**config.mk**
```make
export PLATFORM = sky130hd
export DESIGN_NAME = power_mode_wakeup_clock_ctrl
export DESIGN_NICKNAME = d
export VERILOG_FILES = /design/src/verilog/power_clk_pkg.sv /design/src/verilog/hs_clk_divider.sv /design/src/verilog/clk_glitchless_sel.sv /design/src/verilog/power_mode_wakeup_clock_ctrl.sv
export SDC_FILE = /design/constraint.sdc
export NUM_CORES = 1
export LEC_CHECK = 0
export BUFFER_PORTS_ARGS = -buffer_cell sky130_fd_sc_hd__buf_4
export CAP_MARGIN = 30
export CORE_MARGIN = 2
export CORE_UTILIZATION = 48
export CTS_BUF_LIST = sky130_fd_sc_hd__clkbuf_2 sky130_fd_sc_hd__clkbuf_4 sky130_fd_sc_hd__clkbuf_8
export DETAILED_ROUTE_END_ITERATION = 7
export GPL_TIMING_DRIVEN = 0
export HOLD_SLACK_MARGIN = 0.03
export PLACE_DENSITY_LB_ADDON = 0.05
export RECOVER_POWER = 50
export SETUP_SLACK_MARGIN = 0.05
export SLEW_MARGIN = 20
export SYNTH_ARGS = -nofsm -noshare
export SYNTH_HDL_FRONTEND = slang
export SYNTH_SLANG_ARGS = --single-unit
```
**constraint.sdc**
```tcl
create_clock -name mclk -period 3.75 [get_ports mclk]
set_clock_uncertainty 0.15 [all_clocks]
set_input_delay 0.75 -clock mclk [delete_from_list [all_inputs] [get_ports mclk]]
set_output_delay 0.75 -clock mclk [all_outputs]
set_load 0.05 [all_outputs]
```
**src/verilog/power_clk_pkg.sv**
```systemverilog
package power_clk_pkg;

   // Register indices on the plain register port
   localparam logic [1:0] ADDR_CLK_MODE  = 2'h0;
   localparam logic [1:0] ADDR_CLK_MODE2 = 2'h1;
   localparam logic [1:0] ADDR_STATUS    = 2'h2;

   // Primary clock mode register layout
   localparam int BIT_HS_SELECT    = 0;
   localparam int BIT_IDLE_SELECT  = 1;
   localparam int BIT_HS_READY     = 2;
   localparam int BIT_LS_READY     = 3;
   localparam int BIT_FAST_WAKE_EN = 4;
   localparam int DIV_SEL_LSB      = 5;
   localparam int DIV_SEL_MSB      = 7;

   // Secondary clock mode register layout
   localparam int RST_FLAGS_LSB      = 0;
   localparam int RST_FLAGS_MSB      = 3;
   localparam int BIT_IDLE_SYSCLK_ON = 7;

   // Status register layout
   localparam int BIT_POWER_DOWN = 0;
   localparam int BIT_TIMEOUT    = 1;

   // Values after reset
   localparam logic [7:0] CLK_MODE_RST  = 8'h03;
   localparam logic [7:0] CLK_MODE2_RST = 8'h00;

   // Settling and wake-up counts, in oscillator cycles
   localparam logic [10:0] HS_CRYSTAL_SETTLE_TICKS = 11'h400;
   localparam logic [10:0] HS_RC_SETTLE_TICKS      = 11'h010;
   localparam logic [10:0] LS_CRYSTAL_SETTLE_TICKS = 11'h400;
   localparam logic [10:0] LS_RC_SETTLE_TICKS      = 11'h002;
   localparam logic [1:0]  SUB_WAKE_TICKS    = 2'h2;

   // Clock source codes seen by the glitch-free selector
   localparam logic [2:0] SRC_SUB  = 3'h0;
   localparam logic [2:0] SRC_FULL = 3'h7;

   typedef enum logic [2:0] {
      st_run,
      st_wake,
      st_sleep_all_off,
      st_sleep_sub_on,
      st_idle_sub_only,
      st_idle_sys_on
   } power_state_e;

   // Source code from the clock select fields: sub, /64 .. /2, full
   function automatic logic [2:0] src_of(input logic hs_sel, input logic [2:0] div_sel);
      logic [2:0] code;
      code = SRC_SUB;
      if (hs_sel) begin
         code = SRC_FULL;
      end else if (div_sel[2:1] != 2'h0) begin
         code = div_sel - 3'h1;
      end
      return code;
   endfunction

endpackage

```
**src/verilog/hs_clk_divider.sv**
```systemverilog
`timescale 1ns/1ps
module hs_clk_divider #(
   parameter int DIV_BITS = 6
) (
   // Clock and reset
   input  wire logic                mclk,
   input  wire logic                rst,
   // High-speed oscillator tick and its enable
   input  wire logic                hs_en,
   input  wire logic                hs_tick,
   // Divide by 2, 4, .. 2**DIV_BITS strobes
   output logic [DIV_BITS-1:0]      div_ticks
);

   logic [DIV_BITS-1:0] cnt;

   // Counter restarts whenever the oscillator is stopped
   always_ff @(posedge mclk) begin
      if (rst || !hs_en) begin
         cnt <= '0;
      end else if (hs_tick) begin
         cnt <= cnt + 1'b1;
      end
   end

   // Stage k fires on the tick that closes a 2**(k+1) period; constant slice per stage
   for (genvar k = 0; k < DIV_BITS; k++) begin : g_tap
      assign div_ticks[k] = hs_en && hs_tick && (&cnt[k:0]);
   end

endmodule

```
**src/verilog/clk_glitchless_sel.sv**
```systemverilog
`timescale 1ns/1ps
module clk_glitchless_sel #(
   parameter int         N_SRC     = 8,
   parameter logic [2:0] RESET_SEL = 3'h7
) (
   // Clock and reset
   input  wire logic             mclk,
   input  wire logic             rst,
   // Candidate sources
   input  wire logic [N_SRC-1:0] src_ticks,
   input  wire logic [N_SRC-1:0] src_alive,
   // Selection
   input  wire logic [2:0]       req_sel,
   output logic [2:0]            cur_sel,
   // Selected clock strobe
   output logic                  tick_out
);

   logic parked;

   // Old period is finished before the new source is taken, so no short pulse
   always_ff @(posedge mclk) begin
      if (rst) begin
         cur_sel <= RESET_SEL;
         parked  <= 1'b0;
      end else if (!parked && (req_sel != cur_sel)
                   && (src_ticks[cur_sel] || !src_alive[cur_sel])) begin
         parked <= 1'b1;
      end else if (parked && src_ticks[req_sel]) begin
         cur_sel <= req_sel;
         parked  <= 1'b0;
      end
   end

   // While parked only the first edge of the new source passes
   assign tick_out = parked ? src_ticks[req_sel] : src_ticks[cur_sel];
endmodule

```
**src/verilog/power_mode_wakeup_clock_ctrl.sv**
```systemverilog
// What this block does
// - Fast wake runs sub clock, crystal after settle
// - RC oscillators wake in fixed short counts
// - Fast wake only from sub-on sleep, idle
// - One register bit enables fast wake
// - Codes 000/001 without full select: slow
// - Report sub ready; switch waits for it
// - Return to high speed on other codes
// - Sub clock selected stops high-speed oscillator
// - Halt, sleep, no watchdog/detector: all clocks off
// - All-off sleep clears and holds watchdog
// - Halt, sleep, watchdog/detector on: sub runs
// - Halt, idle, sysclk off: sub only
// - Halt, idle, sysclk on: both run
// - Low-power states freeze memory, registers, ports
// - Entry sets power-down, clears timeout flag
// - Divider codes choose sub or divided clock
// - Full select uses undivided high-speed clock
// - High-speed ready low asleep, settles after
//
// Decided for this implementation: the register offsets and strobed register access.
`timescale 1ns/1ps
module power_mode_wakeup_clock_ctrl (
   // Clock and reset
   input  wire logic                       mclk,
   input  wire logic                       rst,
   // Register port
   input  wire logic [1:0]                 reg_addr,
   input  wire logic [7:0]                 reg_wdata,
   input  wire logic                       reg_wr,
   input  wire logic                       reg_rd,
   output logic [7:0]                      reg_rdata,
   // Processor core
   input  wire logic                       halt_req,
   input  wire logic                       wake_req,
   output logic                            core_stall,
   output logic                            sys_tick,
   // Configuration straps and watchdog events
   input  wire logic                       hs_is_rc,
   input  wire logic                       sub_is_crystal,
   input  wire logic                       wdt_enabled,
   input  wire logic                       low_volt_detect_en,
   input  wire logic                       wdt_timeout,
   input  wire logic                       wdt_clr_insn,
   // Oscillators
   input  wire logic                       hs_tick,
   input  wire logic                       ls_tick,
   output logic                            hs_osc_en,
   output logic                            sub_osc_en,
   output logic                            hs_div16_tick,
   output logic                            hs_div64_tick,
   // Side effects of the power states
   output logic                            wdt_clear,
   output logic                            wdt_hold,
   output logic                            retain_hold,
   output power_clk_pkg::power_state_e     power_state
);
   import power_clk_pkg::*;

   power_state_e state;
   power_state_e next_state;
   power_state_e last_lp;
   logic [2:0]   div_sel;
   logic         fast_wake_en;
   logic         idle_select;
   logic         hs_select;
   logic         idle_sysclk_on;
   logic [3:0]   rst_flags;
   logic         hs_ready;
   logic         ls_ready;
   logic         power_down_flag;
   logic         timeout_flag;
   logic         fast_run;
   logic [10:0]  hs_cnt;
   logic [10:0]  ls_cnt;
   logic [10:0]  hs_settle;
   logic [10:0]  ls_settle;
   logic [1:0]   wk_cnt;
   logic [2:0]   want_sel;
   logic [2:0]   target_sel;
   logic [2:0]   req_sel;
   logic [2:0]   cur_sel;
   logic         want_hs;
   logic         target_ready;
   logic         fast_ok;
   logic         sub_done;
   logic         wake_done;
   logic         halt_ok;
   logic         mux_tick;
   logic [5:0]   div_ticks;
   logic [7:0]   src_ticks;
   logic [7:0]   src_alive;
   logic [7:0]   next_rdata;

   // Software-owned control bits
   always_ff @(posedge mclk) begin
      if (rst) begin
         div_sel        <= CLK_MODE_RST[DIV_SEL_MSB:DIV_SEL_LSB];
         fast_wake_en   <= CLK_MODE_RST[BIT_FAST_WAKE_EN];
         idle_select    <= CLK_MODE_RST[BIT_IDLE_SELECT];
         hs_select      <= CLK_MODE_RST[BIT_HS_SELECT];
         idle_sysclk_on <= CLK_MODE2_RST[BIT_IDLE_SYSCLK_ON];
         rst_flags      <= CLK_MODE2_RST[RST_FLAGS_MSB:RST_FLAGS_LSB];
      end else if (reg_wr && reg_addr == ADDR_CLK_MODE) begin
         div_sel      <= reg_wdata[DIV_SEL_MSB:DIV_SEL_LSB];
         fast_wake_en <= reg_wdata[BIT_FAST_WAKE_EN];
         idle_select  <= reg_wdata[BIT_IDLE_SELECT];
         hs_select    <= reg_wdata[BIT_HS_SELECT];
      end else if (reg_wr && reg_addr == ADDR_CLK_MODE2) begin
         idle_sysclk_on <= reg_wdata[BIT_IDLE_SYSCLK_ON];
         rst_flags      <= reg_wdata[RST_FLAGS_MSB:RST_FLAGS_LSB];
      end
   end

   // Read data; unmapped and reserved bits read as zero
   always_comb begin
      next_rdata = 8'h00;
      case (reg_addr)
         ADDR_CLK_MODE: begin
            next_rdata[DIV_SEL_MSB:DIV_SEL_LSB] = div_sel;
            next_rdata[BIT_FAST_WAKE_EN]        = fast_wake_en;
            next_rdata[BIT_LS_READY]            = ls_ready;
            next_rdata[BIT_HS_READY]            = hs_ready;
            next_rdata[BIT_IDLE_SELECT]         = idle_select;
            next_rdata[BIT_HS_SELECT]           = hs_select;
         end
         ADDR_CLK_MODE2: begin
            next_rdata[BIT_IDLE_SYSCLK_ON]          = idle_sysclk_on;
            next_rdata[RST_FLAGS_MSB:RST_FLAGS_LSB] = rst_flags;
         end
         ADDR_STATUS: begin
            next_rdata[BIT_POWER_DOWN] = power_down_flag;
            next_rdata[BIT_TIMEOUT]    = timeout_flag;
         end
         default: next_rdata = 8'h00;
      endcase
   end

   // Data valid only in the cycle after the read strobe
   always_ff @(posedge mclk) begin
      if (rst || !reg_rd) begin
         reg_rdata <= 8'h00;
      end else begin
         reg_rdata <= next_rdata;
      end
   end

   assign halt_ok = (state == st_run) && halt_req;

   // Power state sequencer; halt is only honoured while running
   always_comb begin
      next_state = state;
      case (state)
         st_run: begin
            if (halt_req && !idle_select) begin
               next_state = (wdt_enabled || low_volt_detect_en) ? st_sleep_sub_on
                                                                : st_sleep_all_off;
            end else if (halt_req) begin
               next_state = idle_sysclk_on ? st_idle_sys_on : st_idle_sub_only;
            end
         end
         st_wake: begin
            if (wake_done) begin
               next_state = st_run;
            end
         end
         st_sleep_all_off, st_sleep_sub_on, st_idle_sub_only, st_idle_sys_on: begin
            if (wake_req) begin
               next_state = st_wake;
            end
         end
         default: next_state = st_wake;
      endcase
   end

   // Power-on starts in wake so the core waits for the oscillator
   always_ff @(posedge mclk) begin
      if (rst) begin
         state <= st_wake;
      end else begin
         state <= next_state;
      end
   end

   // Remember which low-power state the wake-up leaves
   always_ff @(posedge mclk) begin
      if (rst) begin
         last_lp <= st_sleep_all_off;
      end else if (halt_ok) begin
         last_lp <= next_state;
      end
   end

   // Power-down and timeout flags; a watchdog event beats any clear
   always_ff @(posedge mclk) begin
      if (rst) begin
         power_down_flag <= 1'b0;
         timeout_flag    <= 1'b0;
      end else begin
         if (halt_ok) begin
            power_down_flag <= 1'b1;
         end else if (wdt_clr_insn) begin
            power_down_flag <= 1'b0;
         end
         if (wdt_timeout) begin
            timeout_flag <= 1'b1;
         end else if (halt_ok || wdt_clr_insn) begin
            timeout_flag <= 1'b0;
         end
      end
   end

   // Oscillator enables follow the state and the chosen source
   assign sub_osc_en = (state != st_sleep_all_off);
   assign hs_osc_en  = (state == st_run || state == st_wake || state == st_idle_sys_on)
                       && (want_hs || fast_run || cur_sel != SRC_SUB);
   assign hs_settle  = hs_is_rc ? HS_RC_SETTLE_TICKS : HS_CRYSTAL_SETTLE_TICKS;
   assign ls_settle  = sub_is_crystal ? LS_CRYSTAL_SETTLE_TICKS : LS_RC_SETTLE_TICKS;

   // High-speed ready: cleared at the halt edge, so already low in the first sleep cycle
   always_ff @(posedge mclk) begin
      if (rst || !hs_osc_en || (halt_ok && next_state != st_idle_sys_on)) begin
         hs_cnt   <= 11'h000;
         hs_ready <= 1'b0;
      end else if (hs_tick && !hs_ready) begin
         hs_cnt <= hs_cnt + 11'h001;
         if (hs_cnt == hs_settle - 11'h001) begin
            hs_ready <= 1'b1;
         end
      end
   end

   // Sub clock ready: only the all-off sleep stops it, cleared on the entry edge
   always_ff @(posedge mclk) begin
      if (rst || !sub_osc_en || (halt_ok && next_state == st_sleep_all_off)) begin
         ls_cnt   <= 11'h000;
         ls_ready <= 1'b0;
      end else if (ls_tick && !ls_ready) begin
         ls_cnt <= ls_cnt + 11'h001;
         if (ls_cnt == ls_settle - 11'h001) begin
            ls_ready <= 1'b1;
         end
      end
   end

   // Short sub clock wake count, one to two sub periods
   always_ff @(posedge mclk) begin
      if (rst || state != st_wake) begin
         wk_cnt <= 2'h0;
      end else if (ls_tick && wk_cnt != SUB_WAKE_TICKS) begin
         wk_cnt <= wk_cnt + 2'h1;
      end
   end

   assign want_sel = src_of(hs_select, div_sel);
   assign want_hs  = (want_sel != SRC_SUB);
   assign sub_done = ls_ready && (wk_cnt == SUB_WAKE_TICKS);
   // Fast wake needs a crystal and a sub clock that kept running
   assign fast_ok  = fast_wake_en && !hs_is_rc
                     && (last_lp == st_sleep_sub_on || last_lp == st_idle_sub_only);

   // Wake delay depends on the oscillator that will carry the core
   always_comb begin
      if (last_lp == st_idle_sys_on) begin
         wake_done = 1'b1;
      end else if (want_hs) begin
         wake_done = fast_ok ? sub_done : hs_ready;
      end else begin
         wake_done = sub_done;
      end
   end

   // Temporary sub clock run until the crystal is ready
   always_ff @(posedge mclk) begin
      if (rst || halt_ok) begin
         fast_run <= 1'b0;
      end else if (state == st_wake && wake_done && want_hs && fast_ok && !hs_ready) begin
         fast_run <= 1'b1;
      end else if (hs_ready) begin
         fast_run <= 1'b0;
      end
   end

   // Move only to a source that is already stable
   assign target_sel   = fast_run ? SRC_SUB : want_sel;
   assign target_ready = (target_sel == SRC_SUB) ? ls_ready : hs_ready;
   assign req_sel      = target_ready ? target_sel : cur_sel;

   // Sources by code: sub, /64, /32, /16, /8, /4, /2, full
   assign src_ticks = {hs_tick, div_ticks[0], div_ticks[1], div_ticks[2],
                       div_ticks[3], div_ticks[4], div_ticks[5], ls_tick && sub_osc_en};
   assign src_alive = {{7{hs_ready}}, ls_ready};

   hs_clk_divider #(
      .DIV_BITS (6)
   ) u_div (
      .mclk      (mclk),
      .rst       (rst),
      .hs_en     (hs_osc_en),
      .hs_tick   (hs_tick),
      .div_ticks (div_ticks)
   );

   clk_glitchless_sel #(
      .N_SRC     (8),
      .RESET_SEL (SRC_FULL)
   ) u_sel (
      .mclk      (mclk),
      .rst       (rst),
      .src_ticks (src_ticks),
      .src_alive (src_alive),
      .req_sel   (req_sel),
      .cur_sel   (cur_sel),
      .tick_out  (mux_tick)
   );

   // Divided taps die with the oscillator, which timers must tolerate
   assign hs_div16_tick = div_ticks[3];
   assign hs_div64_tick = div_ticks[5];

   // Core and peripheral clock; the core is held during wake and halt
   assign sys_tick    = (state == st_run || state == st_idle_sys_on) && mux_tick;
   assign core_stall  = (state != st_run);
   assign wdt_clear   = halt_ok;
   assign wdt_hold    = (state == st_sleep_all_off);
   assign retain_hold = (state != st_run) && (state != st_wake);
   assign power_state = state;
endmodule

```
==> results of run 1 <==
-- sequential cells by signal, indices dropped and copies added, names as in the netlist, 2 cells and up --
name	cells
div_sel	3
reg_rdata	8
last_lp	3
hs_cnt	11
ls_cnt	11
rst_flags	4
power_state	3
u_sel.cur_sel	3
wk_cnt	2
u_div.cnt	6
-- synth_stat cells, types with 2 or more instances --
library cell | n | area, um2
sky130_fd_sc_hd__xnor2_1 | 14 | 123
sky130_fd_sc_hd__buf_2 | 6 | 30.0
sky130_fd_sc_hd__a31oi_1 | 9 | 56.3
sky130_fd_sc_hd__ha_1 | 7 | 87.6
sky130_fd_sc_hd__and3_1 | 5 | 31.3
sky130_fd_sc_hd__nor3b_1 | 4 | 30.0
sky130_fd_sc_hd__o21ai_0 | 6 | 30.0
sky130_fd_sc_hd__o21a_1 | 2 | 15.0
sky130_fd_sc_hd__o211ai_1 | 4 | 30.0
sky130_fd_sc_hd__nor2b_1 | 7 | 43.8
sky130_fd_sc_hd__a221o_1 | 2 | 20.0
sky130_fd_sc_hd__nand2_1 | 30 | 113
sky130_fd_sc_hd__mux2i_1 | 18 | 180
sky130_fd_sc_hd__dfxtp_1 | 64 | 1280
sky130_fd_sc_hd__nand3b_1 | 2 | 15.0
sky130_fd_sc_hd__nand3_1 | 15 | 75.1
sky130_fd_sc_hd__or2_2 | 3 | 18.8
sky130_fd_sc_hd__nand2b_1 | 5 | 31.3
sky130_fd_sc_hd__o211a_1 | 3 | 30.0
sky130_fd_sc_hd__a2bb2oi_1 | 2 | 17.5
sky130_fd_sc_hd__a21oi_1 | 17 | 85.1
sky130_fd_sc_hd__nand4_1 | 11 | 68.8
sky130_fd_sc_hd__o21bai_1 | 2 | 15.0
sky130_fd_sc_hd__and4_1 | 2 | 17.5
sky130_fd_sc_hd__or3_1 | 3 | 18.8
sky130_fd_sc_hd__nor2_1 | 67 | 251
sky130_fd_sc_hd__clkbuf_1 | 9 | 33.8
sky130_fd_sc_hd__xor2_1 | 14 | 123
sky130_fd_sc_hd__nor3_1 | 12 | 60.1
sky130_fd_sc_hd__nor4_1 | 4 | 25.0
sky130_fd_sc_hd__inv_1 | 18 | 67.6
sky130_fd_sc_hd__or2_1 | 2 | 12.5
-- metrics by stage --
step	instance area (um2)	util (%)	cells	hold WS, ns	setup TNS [ns]
final	4160	61.2	562	0.304	-0.126
after global routing	4160	61.2	562	0.326	-0.225
after CTS	4160	61.2	560	0.306	-0.175
after detailed placement	3880	57.1	539	0.296	-0.0904
after global placement	3880	57.1	539	0.292	-0.0765
after floorplan	3440	-	401	0.286	0
-- area by class of cell --
type                    count  share of cell area [%]
multi-input cells         301                    48.9
flip-flops and latches     64                    31.0
repair buffers             51                    8.61
clock buffers              11                    3.64
well taps                  96                    2.89
plain buffers              17                    2.14
inverters                  19                    1.78
clock inverters             3                    1.02
-- path summary, 6_finish.rpt --
| check | start | end | depth (start not counted) | slack (ns) |
|---|---|---|---|---|
| worst min-delay path | rst_flags[3]$_SDFFE_PP0P_ | rst_flags[3]$_SDFFE_PP0P_ | 2 | 0.30 |
| worst max-delay path | div_sel[0]$_SDFFE_PP0P_ | sys_tick | 10 | -0.13 |
| worst max register to register | div_sel[0]$_SDFFE_PP0P_ | u_sel.cur_sel[1]$_SDFFE_PP1P_ | 10 | 0.89 |
| worst min register to register | rst_flags[3]$_SDFFE_PP0P_ | rst_flags[3]$_SDFFE_PP0P_ | 2 | 0.30 |
-- logic make-up after synthesis --
group | count (synthesis) | synth area share [%]
AO/OA/AOI/OAI | 65 | 14.8
multiplexers | 19 | 5.68
adder cells (fa/ha/maj) | 7 | 2.60
buffers and inverters | 36 | 4.56
XOR/XNOR | 28 | 7.27
flip-flops | 64 | 38.0
AND/OR/NAND/NOR | 182 | 27.1
-- cell usage in the layout, fill, tap and decap left out, types with 4 or more instances in the layout --
| cell | netlist | final |
|---|---|---|
| sky130_fd_sc_hd__buf_2 | 6 | 5 |
| sky130_fd_sc_hd__nor4_1 | 4 | 4 |
| sky130_fd_sc_hd__xor2_1 | 14 | 14 |
| sky130_fd_sc_hd__o211ai_1 | 4 | 4 |
| sky130_fd_sc_hd__nand2_1 | 30 | 31 |
| sky130_fd_sc_hd__nand4_1 | 11 | 11 |
| sky130_fd_sc_hd__a21oi_1 | 17 | 17 |
| sky130_fd_sc_hd__xnor2_1 | 14 | 14 |
| sky130_fd_sc_hd__nand2b_1 | 5 | 5 |
| sky130_fd_sc_hd__clkbuf_8 | 0 | 11 |
| sky130_fd_sc_hd__nor2_1 | 67 | 67 |
| sky130_fd_sc_hd__clkbuf_1 | 9 | 20 |
| sky130_fd_sc_hd__dfxtp_1 | 64 | 62 |
| sky130_fd_sc_hd__o21ai_0 | 6 | 5 |
| sky130_fd_sc_hd__ha_1 | 7 | 6 |
| sky130_fd_sc_hd__buf_4 | 1 | 39 |
| sky130_fd_sc_hd__nand3_1 | 15 | 15 |
| sky130_fd_sc_hd__inv_1 | 18 | 16 |
| sky130_fd_sc_hd__mux2i_1 | 18 | 16 |
| sky130_fd_sc_hd__nor2b_1 | 7 | 7 |
| sky130_fd_sc_hd__a31oi_1 | 9 | 9 |
| sky130_fd_sc_hd__nor3_1 | 12 | 12 |
-- power groups by stage --
stage               Combinational [mW]  Clock [mW]  Sequential (mW)
CTS                              0.182       0.617            0.721
global route                     0.197       0.644            0.723
floorplan                        0.113           0            0.741
detailed placement               0.177           0            0.737
finish                           0.179       0.602            0.721
global placement                 0.174           0            0.736
-- routing by layer --
metal  global-route usage (%)  vias to the layer above
li1                         -                     1531
met4                     7.13                        0
met1                     28.0                     1396
met3                     4.90                        9
met2                     33.9                       45
met5                        0                        -
-- worst reg2reg max path, delay by kind of cell (launching register included) --
family | cells | cell delay (ns)
AO/OA/AOI/OAI | 4 | 1.23
flip-flops | 1 | 0.36
multiplexers | 2 | 0.36
adder cells (fa/ha/maj) | 1 | 0.24
buffers and inverters | 2 | 0.23
AND/OR/NAND/NOR | 1 | 0.21
-- timing repair --
action	4_1_cts	5_1_grt
setup endpoints to repair	1	1
hold buffers	0	0
buffers inserted	7	2
gates resized for setup	4	8
pin swaps	5	1
==> flow_results.org, run 1 <==
** Global route
- After global routing the overflow that remains totals 0.
- Entering global routing, the biggest net connects 11 pins.
- The initial antenna violation count was 0.
- GRT Resource Usage Total :: between 20% and 30%
- The first global-routing pass estimated roughly 13 mm of wire.
- The number of global-route vias before repair was 2,728.

** Power and ir drop
- Sw Pwr :: 0.393 mW
- Total power :: 1.50 mW
- Combinational logic burns 11.9% of the power.
- Net switching share of the total power :: 26.2%
- P_int :: 1.11 mW
- Leakage component of the power :: 1.66 nW
- The clock network burns between 40% and 50% of the power.
- In this run, flip-flops and latches consume 48.0% of the power.
- Power Density :: 361 nW/um2
- IR Drop Worst-Case VDD :: 0.275 mV

** Synth
- In the synthesized netlist the dominant register cell turns out to be sky130_fd_sc_hd__dfxtp_1.
- Synthesized net count :: ~430
- Counting flops with a built-in enable in the synthesized netlist gives 0.
- In this run, synthesis produced a sequential element count of 64.
- The synthesized netlist occupies a cell area of 3370 um2.
- Number of warnings issued by yosys :: 0
- Synthesized area per cell :: 8.41 um2
- Synthesis produced 401 cells.
- Seq/Total Area, Yosys :: about 38%
- After synthesis, the share of flip-flops with an asynchronous set or reset is 0%.
- Distinct cell type count after synthesis :: 64

** Final layout
- Summing all flip-flop and latch instances after layout gives 1290 um2.
- The filler cells instantiated in the layout total 652.
- In the final layout, the share of cells above drive strength 1 is 19.3%.
- The net count of the finished layout is 494.
- Area occupied by multi-input gates :: between 2000 and 2500 um2
- Post-synthesis to final-layout area growth :: 23.3%
- 0 antenna diodes ended up in the layout.

** Floorplanning
- Overall die width :: a little under 90 um
- After floorplanning, the core was sized to cover 6790 um2.
- For this configuration, the core starts out at a cell density of approximately half.
- Total die area :: 7710 um2
- 44 I/O pins were placed.
- Number of standard-cell rows in the floorplan :: 30
- In this run the vertical extent of the chip is 87.8 um.

** Drt
- Total Routed Length :: 7.83 mm
- Total vias in the final route :: 2,981
- In this run the remaining antenna-violating nets after routing total 0.
- Vias/cell :: approximately 5.3
- Top routing layer in use :: met4
- Wire length per cell :: 13.9 um
- Violation count after the first detailed-route iteration :: 98
- Drt first pass iters :: 4
- The detailed router put a total of 3.74 mm of wire on met1.
- The routed design uses 3.71 mm of met2 wire.
- For this run, design rule violations remaining after detail routing come to 0.
- WL met3 :: 279 um

** Placed design
- Number of input and output port buffers inserted :: 42
- Global placement routability congestion :: 0.842
- OpenSTA, run right after detailed placement, puts the worst setup slack at -0.0904 ns.
- Summed over all nets, the half-perimeter wirelength after detailed placement is 5.68 mm.

** Min path
- Worst hold path type :: flip-flop to flip-flop

** Clock tree
- Number of levels the H-tree was split into :: 3
- TritonCTS clock tree :: yes
- The root buffer cell chosen for the clock tree is sky130_fd_sc_hd__clkbuf_8.
- Number of buffers added by the clock tree synthesis step :: 9
- The longest clock path from root to sink contains 2 buffers.
- Clock-pin slew was measured on the worst setup and hold paths at 0.07 ns.
- The clock reaches the later pin of the worst-skew pair after 0.34 ns.
- Counting every sink on the clock net gives 64.

** Timing
- Static timing analysis puts the maximum clock frequency at about 260 MHz.
- At the pin with the least slew margin, the transition time is 1.34 ns.
- Number of setup violations in the final report :: 1
- Across all setup checks in the final design, the least slack found is -0.126 ns.
- The worst path in the final design needs a cycle of 3.88 ns, including I/O delays and setup.
- Headroom to the max-slew limit came out at 10.7%.
- The count of final hold-check violations was 0.
- Fin. max-slew vios :: 0
- After layout, the worst path uses 103% of the clock period.
- Setup repair after global routing could not meet its margin everywhere.

** Worst setup path
- The critical path goes through inv_4 -> ha_4 -> and4bb_4 -> o311a_4 -> a221o_2 -> mux2i_2 -> o31ai_4 -> o221ai_4 -> a211oi_4 -> buf_6.
- The number of buffers and inverters on the critical path is 2.
- Cell class contributing the biggest share of worst-path delay :: compound AO/OA/AOI/OAI gates
- The worst setup path is captured at an output pin.
- Maximum fanout count along the critical path :: 6
- For the worst setup path, the data required time is 2.85 ns.
- Category of the critical setup timing path :: flip-flop to output pin
- Slowest cell on the critical path :: sky130_fd_sc_hd__a221o_2
- Data arrives at the worst endpoint at 2.98 ns.
- Critical Path Start Type :: flip-flop
- For this run, the slowest stage of the critical path takes 0.39 ns.

** Status
- The final reports fail on negative setup slack.
- Run status :: finished with violations

** Flow run
- Number of maximum-capacitance violations :: 0
No activity file was read; power rests on OpenSTA's default activity.
==> run 2: changes to the inputs <==
- CORE_ASPECT_RATIO: default -> 1.75
- clock period: 3.75 -> 4.9 ns (I/O delays scaled with it)
==> flow_results.org, run 2 (same netlist as run 1, synthesis figures left out) <==
** Worst setup path
- R2r worst-path depth :: 9 (-1)
- The worst endpoint required time is 3.77 ns (+0.92 ns).
- Worst flop-to-flop path endpoint :: u_sel.cur_sel[0]$_SDFFE_PP1P_
- STA classifies the critical path startpoint as a flip-flop.
- Crit path largest cell delay :: 0.44 ns (+0.05 ns)
- Launching instance or port of the critical path :: div_sel[0]$_SDFFE_PP0P_
- The worst register-to-register path begins at div_sel[0]$_SDFFE_PP0P_.
- The reg2reg setup slack came to 1.74 ns (+0.85 ns).
- The critical path data arrival time came to 3.48 ns (+0.50 ns).
- The critical path goes through inv_1 -> ha_1 -> and4bb_4 -> o311a_1 -> a221o_1 -> mux2i_1 -> o31ai_2 -> o221ai_2 -> a211oi_2 -> buf_4.
- The critical path is of the flip-flop to output pin type.
- The maximum fanout along the worst path was 7 (+1).
- Capturing instance or port of the critical path :: sys_tick
- The slowest stage of the critical path belongs to the cell sky130_fd_sc_hd__dfxtp_1.
- Category of the worst setup path capture point :: output pin

** Placed design
- The count of buffers from port buffering was 42 (unchanged).
- The HPWL after detailed placement was 6.05 mm (+6.6%).
- Placed Area :: 3800 um2 (-2.2%)
- The placer's final routability congestion estimate was 0.910 (+8.1%).
- The worst-case setup slack after placement is 0.644 ns (+0.735 ns).
- The number of placed instances, taps included is 527 (-2.2%).

** Global route
- GRT Resource Usage Total :: 22.6% (+1.5 points)
- The number of global-route vias before repair came to 2,930 (+7.4%).
- Initial antenna violation count :: 0 (unchanged)
- The first-pass GRT wire length was 13.2 mm (+4.5%).
- Congestion Overflow GR :: 0 (unchanged)
- Largest net degree at the start of global routing :: 11 (unchanged)

** Timing
- The final max-slew violation count came to 0 (unchanged).
- The worst hold margin was 0.305 ns (+0.00107 ns).
- Post-route minimum period :: roughly 4.6 ns
- Worst slew margin relative to its limit :: 21.8% (+11 points)
- The count of final hold-check violations was 0 (unchanged).
- The actual transition at the worst max-transition pin came to 1.17 ns (-0.166 ns).
- The final setup TNS was 0 ns (+0.126 ns).
- The final setup violation count was 0 (-1).
- Setup repair after global routing left no endpoint under its margin.
- Minimum setup slack in the final design :: 0.285 ns (+0.411 ns)
- F_max :: 217 MHz
- In the finished design, the share of the clock period the worst path needs comes to a little over nine tenths.

** Power and ir drop
- The post-layout total power came to 1.14 mW (-24%).
- The cell area power density came to 289 nW/um2 (-20%).
- The maximum vdd drop came to 0.194 mV (-29%).
- Combinational share of power :: 11.4% (-0.5 points)
- The fraction of power spent switching nets is 25.6% (-0.55 points).
- The total internal power is 0.845 mW (-24%).
- Part of the total power dissipated in sequential elements :: 48.7% (+0.7 points)
- The clock power share is 39.9% (-0.2 points).
- The net switching power figure was 0.291 mW (-26%).
- Leakage component of the power :: 1.58 nW (-4.8%)

** Drt
- Vias/cell :: 5.46 (+3.0%)
- Total Routed Length :: 7.94 mm (+1.4%)
- Final antenna-violating net count :: 0 (unchanged)
- Violation count after the first detailed-route iteration :: 116 (+18%)
- The length of the first detailed-routing pass in iterations was 4 (unchanged).
- Total vias in the final route :: 2,961 (-0.67%)
- The total DRC errors in the routed layout came to 0 (unchanged).
- Wire length per cell :: 14.6 um (+5.2%)

** Floorplanning
- The boundary pin count came to 44 (unchanged).
- The number of core rows was 40 (+33%).
- The horizontal die dimension was 67.4 um (-23%).
- The core area came to 6860 um2 (+0.92%).
- The die area was 7740 um2 (+0.34%).
- Initial cell density of the core :: 49.2% (-0.45 points)
- The height of the die came to 115 um (+31%).

** Clock tree
- Clock-pin slew on the worst setup and hold paths :: 0.07 ns (about the same)
- TritonCTS built the clock tree.
- Number of levels the H-tree was split into :: 3 (unchanged)
- Hold Buf Count CTS :: 0 (unchanged)
- Number of buffers added by the clock tree synthesis step :: 9 (unchanged)
- Buffer depth of the longest clock path :: 2 (unchanged)
- The clock sink total came to 64 (unchanged).
- The worst-skew pair later-pin latency was 0.35 ns (about the same).
- The number of setup buffers added after CTS was 0 (-7).
- The count of cells resized by post-cts repair is 0 (-4).
- Root buf cell :: sky130_fd_sc_hd__clkbuf_8

** Flow run
- The number of max-capacitance violations reported was 0 (unchanged).

** Final layout
- The diode insertion count for antenna repair came to 0 (unchanged).
- The share of cells above drive strength 1 was 14.4% (-4.9 points).
- Most used cells in the layout excluding fill and tap cells :: 67 x sky130_fd_sc_hd__nor2_1, 64 x sky130_fd_sc_hd__dfxtp_1, 31 x sky130_fd_sc_hd__nand2_1, 30 x sky130_fd_sc_hd__buf_4, 22 x sky130_fd_sc_hd__clkbuf_1
- Net count reported at finish :: 485 (-1.8%)
- The final core area utilization is 57.4% (-3.8 points).
- Post-route cell area :: 3940 um2 (-5.4%)
- Leading cell type in the layout, fill and taps excluded :: sky130_fd_sc_hd__nor2_1
- Post-route insts no fill :: 542 (-3.6%)
- From synthesis to final layout, the design area changed by 16.7%.
- The largest registers in the layout are hs_cnt: 11 flops, ls_cnt: 11 flops, reg_rdata: 8 flops.

** Status
- The flow ran to the end, and the final reports show no timing, DRC or antenna violations.

** Min path
- The tightest min-delay check is of the flip-flop to flip-flop type.
==> run 2: cell count changes in the layout (fill, tap and decap cells not counted), sizes merged <==
cell	delta
clkbuf	+3
buf	-11
==> run 2: worst min path at each step <==
stage | from | to | slack [ns] | depth (start not counted)
after floorplan | power_down_flag$_SDFFE_PP0P_ | power_down_flag$_SDFFE_PP0P_ | 0.29 | 2
after global placement | rst_flags[2]$_SDFFE_PP0P_ | rst_flags[2]$_SDFFE_PP0P_ | 0.29 | 2
after detailed placement | rst_flags[3]$_SDFFE_PP0P_ | rst_flags[3]$_SDFFE_PP0P_ | 0.30 | 2
after CTS | rst_flags[3]$_SDFFE_PP0P_ | rst_flags[3]$_SDFFE_PP0P_ | 0.31 | 2
after global routing | rst_flags[3]$_SDFFE_PP0P_ | rst_flags[3]$_SDFFE_PP0P_ | 0.32 | 2
final | rst_flags[3]$_SDFFE_PP0P_ | rst_flags[3]$_SDFFE_PP0P_ | 0.30 | 2
==> run 2: power by group through the flow <==
stage	logic, mW	registers, mW	clock network (mW)
after floorplan	0.0833	0.567	0
after global placement	0.132	0.564	0
after detailed placement	0.133	0.565	0
after CTS	0.134	0.553	0.466
after global routing	0.145	0.555	0.484
final	0.130	0.553	0.453
==> run 2: final cells by class <==
| class | count | area [um2] |
|---|---|---|
| repair buffers | 42 | 267 |
| plain buffers | 17 | 82.6 |
| flip-flops and latches | 64 | 1280 |
| fillers | 671 | 2920 |
| multi-input cells | 301 | 1930 |
| well taps | 84 | 105 |
| clock buffers | 12 | 153 |
| inverters | 19 | 71.3 |
| clock inverters | 3 | 42.5 |
==> run 2: worst max-delay path: cells and delay by family (launching register included) <==
family                     cells  cell delay [ns]
AOI/OAI and AO/OA              5             1.51
muxes                          1             0.17
adders and majority gates      1             0.38
and+or+nand+nor                1             0.25
buffers and inverters          2             0.37
DFF                            1             0.44
==> run 2: layer usage <==
| metal | share of wire, % | vias up | GRT usage, % |
|---|---|---|---|
| li1 | - | 1516 | - |
| met1 | 40 | 1372 | 23.0 |
| met2 | 53 | 51 | 40.5 |
| met3 | 3.2 | 22 | 5.19 |
| met4 | 3.3 | 0 | 13.6 |
| met5 | 0 | - | 0 |
